$ cat config.mk
export PLATFORM = sky130hd
export DESIGN_NAME = dds_phase_amplitude_core
export DESIGN_NICKNAME = d
export VERILOG_FILES = /design/src/rtl/dds_pkg.sv /design/src/rtl/cos_shaper.sv /design/src/rtl/dds_phase_amplitude_core.sv /design/src/rtl/osk_scaler.sv
export SDC_FILE = /design/constraint.sdc
export NUM_CORES = 2
export LEC_CHECK = 0
export BUFFER_PORTS_ARGS = -buffer_cell sky130_fd_sc_hd__buf_2
export CAP_MARGIN = 20
export CELL_PAD_IN_SITES_DETAIL_PLACEMENT = 1
export CELL_PAD_IN_SITES_GLOBAL_PLACEMENT = 2
export CORE_MARGIN = 3
export CORE_UTILIZATION = 39
export DETAILED_ROUTE_END_ITERATION = 16
export HOLD_SLACK_MARGIN = 0.08
export PLACE_DENSITY = 0.85
export RECOVER_POWER = 100
export SYNTH_ARGS = -nofsm -noshare
export SYNTH_HDL_FRONTEND = slang
export SYNTH_SLANG_ARGS = --single-unit
export TNS_END_PERCENT = 30
$ cat constraint.sdc
create_clock -name clk_sys -period 29.1 [get_ports clk_sys]
set_input_delay 5.82 -clock clk_sys [delete_from_list [all_inputs] [get_ports clk_sys]]
set_output_delay 5.82 -clock clk_sys [all_outputs]
set_load 0.01 [all_outputs]
$ cat src/rtl/dds_pkg.sv
// Constants, register map and shared types of the synthesizer datapath core.
// Operation
// Add tuning word to 32-bit accumulator each cycle.
// Add 14-bit phase offset before amplitude conversion.
// Pass only top 19 phase bits onward.
// Full offset range spans one whole cycle.
// Clear bit zeroes accumulator; zero word freezes.
// Active phase clear is 1, buffered 0.
// Update strobe copies all buffered values at once.
// Tuning word from sweep, RAM or static.
// Phase offset from RAM or static register.
// Offset path delayed to match tuning path.
// Sweep enable bit 21 ramps with deltas.
// No-dwell bit decides action at terminal frequency.
// Auto-clear bits 14 and 13 exist.
// Continuous clear bits 11, 10 hold zero.
// Auto-clear zeroes accumulator on each update.
// Auto-clear and continuous clear may coexist.
// Bit 6 powers down the comparator.
// Bit 25 enables shaped amplitude keying.
// Bit 24 selects automatic or manual keying.
// Automatic scale is 14-bit counter, 8-bit rate.
// Scale counts up on high pin, down low.
// Unsigned scale multiplies sine amplitude.
// Amplitude register bits 15:14 choose step size.
// Keying pin driven synchronously, low when unused.
// Profile pin change triggers an internal update. While sweeping, the core updates only on a high pin change.
// Scale counter saturates at zero and full.
// Ramp timer reloads and steps per expiry.
// Sweep accumulator clamps at its limits.
package dds_pkg;

  localparam int ACC_W = 32;
  localparam int POW_W = 14;
  localparam int LUT_IN_W = 19;
  localparam int AMP_W = 14;
  localparam int RATE_W = 8;

  // Byte offsets on the register bus.
  localparam logic [7:0] OFS_CTRL = 8'h00;
  localparam logic [7:0] OFS_ASF = 8'h04;
  localparam logic [7:0] OFS_OSK_RATE = 8'h08;
  localparam logic [7:0] OFS_SWP_START = 8'h0C;
  localparam logic [7:0] OFS_SWP_TERM = 8'h10;
  localparam logic [7:0] OFS_DELTA_RISE = 8'h14;
  localparam logic [7:0] OFS_DELTA_FALL = 8'h18;
  localparam logic [7:0] OFS_SWP_RATE = 8'h1C;
  localparam logic [7:0] OFS_UPDATE = 8'h20;
  localparam logic [7:0] OFS_STATUS = 8'h24;
  localparam logic [7:0] OFS_ACT_CTRL = 8'h28;
  localparam logic [3:0] OFS_FTW_PAGE = 4'h4;
  localparam logic [3:0] OFS_POW_PAGE = 4'h5;

  // Bit positions in first_control_register.
  localparam int CTL_RAM_EN = 31;
  localparam int CTL_RAM_DEST = 30;
  localparam int CTL_OSK_EN = 25;
  localparam int CTL_OSK_AUTO = 24;
  localparam int CTL_SWEEP_EN = 21;
  localparam int CTL_AUTOCLR_FREQ = 14;
  localparam int CTL_AUTOCLR_PHASE = 13;
  localparam int CTL_CLR_FREQ = 11;
  localparam int CTL_CLR_PHASE = 10;
  localparam int CTL_COMP_PD = 6;
  localparam int CTL_NO_DWELL = 2;

  // Fields of amplitude_scale_register and status.
  localparam int ASF_STEP_HI = 15;
  localparam int ASF_STEP_LO = 14;
  localparam int STS_AT_TOP = 16;
  localparam int STS_AT_BOTTOM = 17;

  // Reset values, keying step sizes and the quarter-turn phase offset.
  localparam logic [31:0] CTRL_ACT_RST = 32'h0000_0400;
  localparam logic [31:0] CTRL_BUF_RST = 32'h0000_0000;
  localparam logic [AMP_W-1:0] SCALE_FULL = 14'h3FFF;
  localparam logic [AMP_W-1:0] OSK_STEP [4] = '{14'h0001, 14'h0002, 14'h0004, 14'h0008};
  localparam logic [LUT_IN_W-1:0] QUARTER_TURN = 19'h20000;

  typedef struct packed {
    logic [31:0] ctrl;
    logic [15:0] amplitude_scale_register;
    logic [RATE_W-1:0] osk_rate;
    logic [ACC_W-1:0] swp_start;
    logic [ACC_W-1:0] swp_term;
    logic [ACC_W-1:0] delta_rise;
    logic [ACC_W-1:0] delta_fall;
    logic [RATE_W-1:0] rate_rise;
    logic [RATE_W-1:0] rate_fall;
  } cfg_s;

endpackage : dds_pkg

$ cat src/rtl/cos_shaper.sv
// Phase to cosine amplitude conversion with a parabolic approximation.
`timescale 1ns/100ps
module cos_shaper
  import dds_pkg::*;
(
  // Clock and reset.
  input wire logic clk_sys,
  input wire logic rst,
  // Truncated phase in, signed amplitude out.
  input wire logic [LUT_IN_W-1:0] phase,
  output logic signed [AMP_W-1:0] amp_q
);

  logic [LUT_IN_W-1:0] rot;
  logic [LUT_IN_W-2:0] frac;
  logic [2*(LUT_IN_W-1)-1:0] prod;
  logic [AMP_W-2:0] mag;

  // A quarter turn ahead turns the half-wave sine into a cosine.
  // The parabola keeps the block to one multiplier instead of a large table.
  always_comb begin
    rot = phase + QUARTER_TURN;
    frac = rot[LUT_IN_W-2:0];
    prod = frac * (LUT_IN_W-1)'(~frac);
    mag = prod[33:21];
  end

  always_ff @(posedge clk_sys or posedge rst) begin
    if (rst) begin
      amp_q <= '0;
    end else if (rot[LUT_IN_W-1]) begin
      amp_q <= -$signed({1'b0, mag});
    end else begin
      amp_q <= $signed({1'b0, mag});
    end
  end

endmodule : cos_shaper

$ cat src/rtl/dds_phase_amplitude_core.sv
// Synthesizer core: registers, update logic, sweep, phase datapath and amplitude scaling.
`timescale 1ns/100ps
module dds_phase_amplitude_core
  import dds_pkg::*;
#(
  parameter int PROFILES = 4
) (
  // Clock and reset.
  input wire logic clk_sys,
  input wire logic rst,
  // Avalon-MM register slave.
  input wire logic [7:0] avs_address,
  input wire logic avs_read,
  input wire logic avs_write,
  input wire logic [31:0] avs_writedata,
  input wire logic [3:0] avs_byteenable,
  output logic [31:0] avs_readdata,
  output logic avs_waitrequest,
  // Device pins.
  input wire logic io_update,
  input wire logic profile_select_low,
  input wire logic profile_select_high,
  input wire logic amplitude_keying_pin,
  // Internal RAM output word.
  input wire logic [31:0] ram_word,
  // To the DAC and comparator.
  output logic [AMP_W-1:0] dac_code_q,
  output logic comp_power_down
);

  // ************************************************************
  // Register bus slave
  // ************************************************************

  cfg_s buf_q;
  cfg_s act_q;
  logic [ACC_W-1:0] ftw_buf_q [PROFILES];
  logic [POW_W-1:0] pow_buf_q [PROFILES];
  logic [ACC_W-1:0] act_ftw_q;
  logic [POW_W-1:0] act_pow_q;
  logic ack_q;
  logic wr_do;
  logic [31:0] wmerge_ctrl;
  logic [31:0] status;
  logic [AMP_W-1:0] scale;
  logic [ACC_W-1:0] phase_acc_q;
  logic swp_at_top;
  logic swp_at_bottom;

  function automatic logic [31:0] merge(input logic [31:0] old, input logic [31:0] wd,
                                        input logic [3:0] be);
    logic [31:0] res;
    res = old;
    for (int b = 0; b < 4; b++) begin
      if (be[b]) begin
        res[8*b +: 8] = wd[8*b +: 8];
      end
    end
    return res;
  endfunction : merge

  // Every access is answered one cycle after it appears; no access stalls longer.
  assign avs_waitrequest = (avs_read || avs_write) && !ack_q;
  assign wr_do = avs_write && ack_q;
  assign wmerge_ctrl = merge(buf_q.ctrl, avs_writedata, avs_byteenable);

  always_ff @(posedge clk_sys or posedge rst) begin
    if (rst) begin
      ack_q <= 1'b0;
    end else begin
      ack_q <= (avs_read || avs_write) && !ack_q;
    end
  end

  always_ff @(posedge clk_sys or posedge rst) begin
    if (rst) begin
      buf_q <= '0;
      buf_q.ctrl <= CTRL_BUF_RST;
    end else if (wr_do) begin
      case (avs_address)
        OFS_CTRL: buf_q.ctrl <= wmerge_ctrl;
        OFS_ASF: buf_q.amplitude_scale_register <= 16'(merge({16'h0000, buf_q.amplitude_scale_register}, avs_writedata, avs_byteenable));
        OFS_OSK_RATE: begin
          buf_q.osk_rate <= RATE_W'(merge({24'h000000, buf_q.osk_rate}, avs_writedata,
                                  avs_byteenable));
        end
        OFS_SWP_START: buf_q.swp_start <= merge(buf_q.swp_start, avs_writedata, avs_byteenable);
        OFS_SWP_TERM: buf_q.swp_term <= merge(buf_q.swp_term, avs_writedata, avs_byteenable);
        OFS_DELTA_RISE: begin
          buf_q.delta_rise <= merge(buf_q.delta_rise, avs_writedata, avs_byteenable);
        end
        OFS_DELTA_FALL: begin
          buf_q.delta_fall <= merge(buf_q.delta_fall, avs_writedata, avs_byteenable);
        end
        OFS_SWP_RATE: begin
          {buf_q.rate_fall, buf_q.rate_rise} <=
            16'(merge({16'h0000, buf_q.rate_fall, buf_q.rate_rise}, avs_writedata,
                  avs_byteenable));
        end
        default: ;
      endcase
    end
  end

  // Profile pages: one static tuning word and one phase word per profile.
  for (genvar p = 0; p < PROFILES; p++) begin : g_profile
    always_ff @(posedge clk_sys or posedge rst) begin
      if (rst) begin
        ftw_buf_q[p] <= '0;
        pow_buf_q[p] <= '0;
      end else if (wr_do && avs_address[3:2] == 2'(p)) begin
        if (avs_address[7:4] == OFS_FTW_PAGE) begin
          ftw_buf_q[p] <= merge(ftw_buf_q[p], avs_writedata, avs_byteenable);
        end
        if (avs_address[7:4] == OFS_POW_PAGE) begin
          pow_buf_q[p] <= POW_W'(merge({18'h00000, pow_buf_q[p]}, avs_writedata,
                                avs_byteenable));
        end
      end
    end
  end

  assign status = {phase_acc_q[31:18], swp_at_bottom, swp_at_top, 2'b00, scale};

  // Read data is captured while waitrequest is high, so it stands on the answer edge.
  always_ff @(posedge clk_sys or posedge rst) begin
    if (rst) begin
      avs_readdata <= '0;
    end else if (avs_read && !ack_q) begin
      if (avs_address[7:4] == OFS_FTW_PAGE) begin
        avs_readdata <= ftw_buf_q[avs_address[3:2]];
      end else if (avs_address[7:4] == OFS_POW_PAGE) begin
        avs_readdata <= {18'h00000, pow_buf_q[avs_address[3:2]]};
      end else begin
        case (avs_address)
          OFS_CTRL: avs_readdata <= buf_q.ctrl;
          OFS_ASF: avs_readdata <= {16'h0000, buf_q.amplitude_scale_register};
          OFS_OSK_RATE: avs_readdata <= {24'h000000, buf_q.osk_rate};
          OFS_SWP_START: avs_readdata <= buf_q.swp_start;
          OFS_SWP_TERM: avs_readdata <= buf_q.swp_term;
          OFS_DELTA_RISE: avs_readdata <= buf_q.delta_rise;
          OFS_DELTA_FALL: avs_readdata <= buf_q.delta_fall;
          OFS_SWP_RATE: avs_readdata <= {16'h0000, buf_q.rate_fall, buf_q.rate_rise};
          OFS_STATUS: avs_readdata <= status;
          OFS_ACT_CTRL: avs_readdata <= act_q.ctrl;
          default: avs_readdata <= '0;
        endcase
      end
    end
  end

  // ************************************************************
  // Update strobe and active register set
  // ************************************************************

  logic io_update_prev_q;
  logic [1:0] prof_prev_q;
  logic [1:0] prof_pins;
  logic prof_change;
  logic upd;
  logic aclr_freq_q;
  logic aclr_phase_q;

  assign prof_pins = {profile_select_high, profile_select_low};

  // While sweeping, the low profile pin steers direction and must not restart the sweep.
  assign prof_change = act_q.ctrl[CTL_SWEEP_EN] ? (prof_pins[1] != prof_prev_q[1])
                                                : (prof_pins != prof_prev_q);
  assign upd = (io_update && !io_update_prev_q) || prof_change ||
               (wr_do && avs_address == OFS_UPDATE && avs_writedata[0]);

  always_ff @(posedge clk_sys or posedge rst) begin
    if (rst) begin
      io_update_prev_q <= 1'b0;
      prof_prev_q <= '0;
    end else begin
      io_update_prev_q <= io_update;
      prof_prev_q <= prof_pins;
    end
  end

  always_ff @(posedge clk_sys or posedge rst) begin
    if (rst) begin
      act_q <= '0;
      act_q.ctrl <= CTRL_ACT_RST;
      act_ftw_q <= '0;
      act_pow_q <= '0;
    end else if (upd) begin
      act_q <= buf_q;
      act_ftw_q <= ftw_buf_q[prof_pins];
      act_pow_q <= pow_buf_q[prof_pins];
    end
  end

  // One-cycle clear on each update while the auto-clear bit is being loaded.
  always_ff @(posedge clk_sys or posedge rst) begin
    if (rst) begin
      aclr_freq_q <= 1'b0;
      aclr_phase_q <= 1'b0;
    end else begin
      aclr_freq_q <= upd && buf_q.ctrl[CTL_AUTOCLR_FREQ];
      aclr_phase_q <= upd && buf_q.ctrl[CTL_AUTOCLR_PHASE];
    end
  end

  assign comp_power_down = act_q.ctrl[CTL_COMP_PD];

  // ************************************************************
  // Linear sweep frequency accumulator
  // ************************************************************

  logic [ACC_W-1:0] swp_acc_q;
  logic [RATE_W-1:0] swp_tmr_q;
  logic [ACC_W-1:0] swp_span;
  logic [ACC_W:0] swp_up_sum;
  logic swp_hold_zero;

  // The accumulator holds the offset above the start word, so zero means start.
  assign swp_span = act_q.swp_term - act_q.swp_start;
  assign swp_up_sum = {1'b0, swp_acc_q} + {1'b0, act_q.delta_rise};
  assign swp_at_top = (swp_acc_q == swp_span);
  assign swp_at_bottom = (swp_acc_q == '0);
  assign swp_hold_zero = !act_q.ctrl[CTL_SWEEP_EN] || act_q.ctrl[CTL_CLR_FREQ] || aclr_freq_q;

  always_ff @(posedge clk_sys or posedge rst) begin
    if (rst) begin
      swp_tmr_q <= '0;
    end else if (swp_hold_zero || swp_tmr_q == '0) begin
      swp_tmr_q <= profile_select_low ? act_q.rate_rise : act_q.rate_fall;
    end else begin
      swp_tmr_q <= swp_tmr_q - 1'b1;
    end
  end

  always_ff @(posedge clk_sys or posedge rst) begin
    if (rst) begin
      swp_acc_q <= '0;
    end else if (swp_hold_zero) begin
      swp_acc_q <= '0;
    end else if (swp_tmr_q == '0) begin
      if (profile_select_low) begin
        if (swp_at_top && act_q.ctrl[CTL_NO_DWELL]) begin
          swp_acc_q <= '0;
        end else if (swp_up_sum >= {1'b0, swp_span}) begin
          swp_acc_q <= swp_span;
        end else begin
          swp_acc_q <= swp_up_sum[ACC_W-1:0];
        end
      end else if (swp_acc_q < act_q.delta_fall) begin
        swp_acc_q <= '0;
      end else begin
        swp_acc_q <= swp_acc_q - act_q.delta_fall;
      end
    end
  end

  // ************************************************************
  // Phase datapath
  // ************************************************************

  logic [ACC_W-1:0] ftw_q;
  logic [POW_W-1:0] pow_d1_q;
  logic [POW_W-1:0] pow_d2_q;
  logic [LUT_IN_W-1:0] lut_phase_q;
  logic [ACC_W-1:0] phase_sum;
  logic [ACC_W-1:0] freq_tuning_word;
  logic [POW_W-1:0] phase_offset_word;
  logic signed [AMP_W-1:0] amp;
  logic signed [2*AMP_W:0] scaled;

  always_comb begin
    if (act_q.ctrl[CTL_RAM_EN] && !act_q.ctrl[CTL_RAM_DEST]) begin
      freq_tuning_word = ram_word;
    end else if (act_q.ctrl[CTL_SWEEP_EN]) begin
      freq_tuning_word = act_q.swp_start + swp_acc_q;
    end else begin
      freq_tuning_word = act_ftw_q;
    end
    if (act_q.ctrl[CTL_RAM_EN] && act_q.ctrl[CTL_RAM_DEST]) begin
      phase_offset_word = ram_word[31:18];
    end else begin
      phase_offset_word = act_pow_q;
    end
  end

  // Two offset stages match the tuning register plus the accumulator stage.
  always_ff @(posedge clk_sys or posedge rst) begin
    if (rst) begin
      ftw_q <= '0;
      pow_d1_q <= '0;
      pow_d2_q <= '0;
    end else begin
      ftw_q <= freq_tuning_word;
      pow_d1_q <= phase_offset_word;
      pow_d2_q <= pow_d1_q;
    end
  end

  // A zero tuning word simply leaves the accumulator where it is.
  always_ff @(posedge clk_sys or posedge rst) begin
    if (rst) begin
      phase_acc_q <= '0;
    end else if (act_q.ctrl[CTL_CLR_PHASE] || aclr_phase_q) begin
      phase_acc_q <= '0;
    end else begin
      phase_acc_q <= phase_acc_q + ftw_q;
    end
  end

  // The offset sits on the top bits, so its full range is exactly one turn.
  assign phase_sum = phase_acc_q + {pow_d2_q, 18'h00000};

  always_ff @(posedge clk_sys or posedge rst) begin
    if (rst) begin
      lut_phase_q <= '0;
    end else begin
      lut_phase_q <= phase_sum[ACC_W-1 -: LUT_IN_W];
    end
  end

  cos_shaper u_cos (
    .clk_sys(clk_sys),
    .rst(rst),
    .phase(lut_phase_q),
    .amp_q(amp)
  );

  // ************************************************************
  // Amplitude scaling
  // ************************************************************

  osk_scaler u_osk (
    .clk_sys(clk_sys),
    .rst(rst),
    .enable(act_q.ctrl[CTL_OSK_EN]),
    .auto_mode(act_q.ctrl[CTL_OSK_AUTO]),
    .amplitude_scale_register(act_q.amplitude_scale_register),
    .ramp_rate(act_q.osk_rate),
    .amplitude_keying_pin(amplitude_keying_pin),
    .scale_q(scale)
  );

  assign scaled = amp * $signed({1'b0, scale});

  // Offset binary for the DAC: invert the sign bit of the scaled sample.
  always_ff @(posedge clk_sys or posedge rst) begin
    if (rst) begin
      dac_code_q <= '0;
    end else begin
      dac_code_q <= {~scaled[2*AMP_W-1], scaled[2*AMP_W-2 -: AMP_W-1]};
    end
  end

endmodule : dds_phase_amplitude_core

$ cat src/rtl/osk_scaler.sv
// Shaped on-off keying scale factor generator.
`timescale 1ns/100ps
module osk_scaler
  import dds_pkg::*;
(
  // Clock and reset.
  input wire logic clk_sys,
  input wire logic rst,
  // Control from the active register set.
  input wire logic enable,
  input wire logic auto_mode,
  input wire logic [15:0] amplitude_scale_register,
  input wire logic [RATE_W-1:0] ramp_rate,
  // Keying pin.
  input wire logic amplitude_keying_pin,
  // Scale factor to the multiplier.
  output logic [AMP_W-1:0] scale_q
);

  logic [RATE_W-1:0] tmr_q;
  logic [AMP_W-1:0] cnt_q;
  logic [AMP_W-1:0] step;
  logic expire;

  assign step = OSK_STEP[amplitude_scale_register[ASF_STEP_HI:ASF_STEP_LO]];
  assign expire = (tmr_q == '0);

  always_ff @(posedge clk_sys or posedge rst) begin
    if (rst) begin
      tmr_q <= '0;
    end else if (!(enable && auto_mode) || expire) begin
      tmr_q <= ramp_rate;
    end else begin
      tmr_q <= tmr_q - 1'b1;
    end
  end

  // Saturating so that a held pin parks the amplitude instead of wrapping.
  always_ff @(posedge clk_sys or posedge rst) begin
    if (rst) begin
      cnt_q <= '0;
    end else if (enable && auto_mode && expire) begin
      if (amplitude_keying_pin) begin
        cnt_q <= (cnt_q > SCALE_FULL - step) ? SCALE_FULL : cnt_q + step;
      end else begin
        cnt_q <= (cnt_q < step) ? '0 : cnt_q - step;
      end
    end
  end

  always_ff @(posedge clk_sys or posedge rst) begin
    if (rst) begin
      scale_q <= SCALE_FULL;
    end else if (!enable) begin
      scale_q <= SCALE_FULL;
    end else if (auto_mode) begin
      scale_q <= cnt_q;
    end else begin
      scale_q <= amplitude_scale_register[AMP_W-1:0];
    end
  end

endmodule : osk_scaler

==> metrics.yaml <==
outcome: "finished, violations left"
violations: "capacitance limit, slew limit"
synth-edff-count: 0
first_global_vias: 50250
tightest_slew_ns: 8.952
syn-cell-area_mm2: 0.06337
synthTopCellsByCount: "dfrtp_1 (868), mux2_2 (642), inv_1 (639)"
met3_wirelength_mm: 10.14
cts_tree: "built"
cp.required_ns: 26.96
tns_ns: 0
syn_nets: 6846
die_w_um: 409.1
fin_crit_sh_pct: 61.46
finalHoldViolations: 0
max-clock-path-buffers: 3
hold_class: "register to register"
fmaxAchievable_mhz: 55.91
cts-buffers-inserted: 97
row_count: 147
routedLengthMet1_mm: 87.83
setup_viol: 0
fin_crit_ns: 17.89
synthTopCellsByArea: "dfrtp_1 (34%), fa_1 (12%), mux2_2 (11%)"
avgRoutedWirePerCell_um: 24.46
max_slew_margin_pct: -496.8
clockRootBuffer: "clkbuf_16"
hp-start: "pow_d1_q[5]"
drv_cap: 24
syn_inst: 5934
synth.largest_area_cell: "dfrtp_1"
antenna_left: 0
clock-sinks: 883
rrSetupSlack_ns: 20.63
yosysMostFrequentCell: "dfrtp_1"
worstSkewPairLatency_ns: 0.72
reg2reg_to: "u_cos.amp_q[12]"
ys_ff_latch: 883
synth.top_cell.area_share_pct: 34.28
ios: 132
yosys_warnings: 0
drt_iter0_markers: 3594
start_kind: "input pin"
synth.avg_cell_area_um2: 10.68
dpl.hpwl_mm: 151.5
rsz0062_at_grt: "no"
met2_length_mm: 96.72
wl_mm: 201.3
core_mm2: 0.1609
drive_gt1_share_pct: 17.36
post_cts_buffers: 0
gp_congestion: 0.8636
report.final.slew_viol_count: 1337
grt_pass1_wl_mm: 307.9
initial_core_util_pct: 39.38
synth_seq_area_share_pct: 34.90
rr_startpoint: "lut_phase_q[11]"
path_max_fanout: 173
path_class: "input pin to async pin"
async_flop_share_pct: 100.0
drc_errors: 0
drt-pass1-iter-count: 6
top_layer: "met5"
fill_cells: 17580
grt_max_degree: 174
clock_skew_ns: 0.05076
cts_resized: 0
io_buffers: 131
whs_path_depth: 0
min_to: "pow_d2_q[5]"
cp.arrival_ns: 15.75
hold_buffers: 0
overflow: 0
worstRegToRegCells: 23
viasPerCell: 5.649
synth_ff_type: "dfrtp_1"
area_growth_pct: 9.817
die-height_um: 409.1
antenna_found_initial: 22
grt_usage_pct: 23.85
synth_cell_types: 92
end_kind: "async pin"
layout.nets: 6885
routed-via-count: 46490
dieArea_mm2: 0.1674
cts.htree.levels: 3
clkSlewWorstSetupHoldPaths_ns: 0.06
critical path, cell delays in order:
cell	delay, ns
clkbuf_1	0.10
clkinvlp_2	0.43
clkbuf_1	2.70
clkbuf_1	6.42
cell type report:
cell class | instances | area (µm²) | share of cell area, %
multi-input combinational | 4146 | 37930 | 54.50
timing repair buffer | 199 | 982.2 | 1.411
clock buffer | 144 | 2877 | 4.133
sequential | 883 | 22120 | 31.78
inverter | 646 | 2426 | 3.486
tap | 2160 | 2703 | 3.884
antenna | 17 | 42.54 | 0.06113
clock inverter | 35 | 518.0 | 0.7444
registers in the layout (all words and copies together) (netlist names), 19 cells and up:
name	cells
act_ftw_q	32
act_q	199
avs_readdata	32
buf_q	200
ftw_buf_q	128
ftw_q	32
lut_phase_q	19
phase_acc_q	32
pow_buf_q	56
swp_acc_q	32
routing by layer:
layer / vias up / GRT usage, %
li1: 20600 / -
met1: 24540 / 32.43
met2: 1069 / 39.76
met3: 276 / 2.854
met4: 6 / 7.516
met5: - / 0
how the worst max path moves through the flow:
stage                           end  slack (ns)  startpoint  depth (start not counted)
floorplan                     ack_q       11.15         rst                          1
global placement    avs_waitrequest       16.80   avs_write                          4
detailed placement  avs_waitrequest       16.79   avs_write                          4
CTS                 avs_waitrequest       16.78   avs_write                          4
global route             act_q[189]        8.91         rst                          4
finish                   act_q[189]       11.21         rst                          4
layout by cell type (no fill, tap or decap), types with 39 or more instances in the layout:
cell       Yosys  routed
dfrtp_1      868     867
inv_1        639     638
mux2_2       642     634
nand2_1      480     480
ha_1         447     447
fa_1         381     381
nor2_1       346     341
a21oi_1      240     239
o21ai_0      184     187
xnor2_1      147     147
a21o_1       129     129
clkbuf_1     234     129
and2_1       103      99
clkbuf_16      0      99
mux4_2        92      92
a22oi_1       84      84
xor2_1        81      81
nand2b_1      60      59
nand3_1       55      55
buf_2          4      51
nor2b_1       45      43
nor3_1        44      43
nand4_1       43      43
mux2i_1       39      39
buf_4          2      39
stage by stage:
stage	std cells	cell area (µm²)	util, %	setup WS, ns	hold WS, ns
3_3_place_gp	8030	66340	41.22	16.80	0.3320
4_1_cts	8210	69760	43.35	16.78	0.3518
6_report	8230	69590	43.24	11.21	0.3500
3_5_place_dp	8031	66360	41.24	16.79	0.3385
2_1_floorplan	5934	63370	-	11.15	0.3312
5_1_grt	8221	69570	43.23	8.914	0.3559
cells by family after synthesis:
kind of cell               count (synthesis)  share of synthesized area (%)
DFF                                      883                          34.90
and+or+nand+nor                         1311                          9.627
buffers and inverters                    905                          5.392
other                                      1                       0.005918
AOI/OAI and AO/OA                       1000                          10.59
adders and majority gates                828                          20.86
xor gates and xnor gates                 233                          3.333
muxes                                    773                          15.29
Power is left out: the tool's default activity adds up to more than one toggle a clock period on the data nets, which glitch-free logic cannot reach.
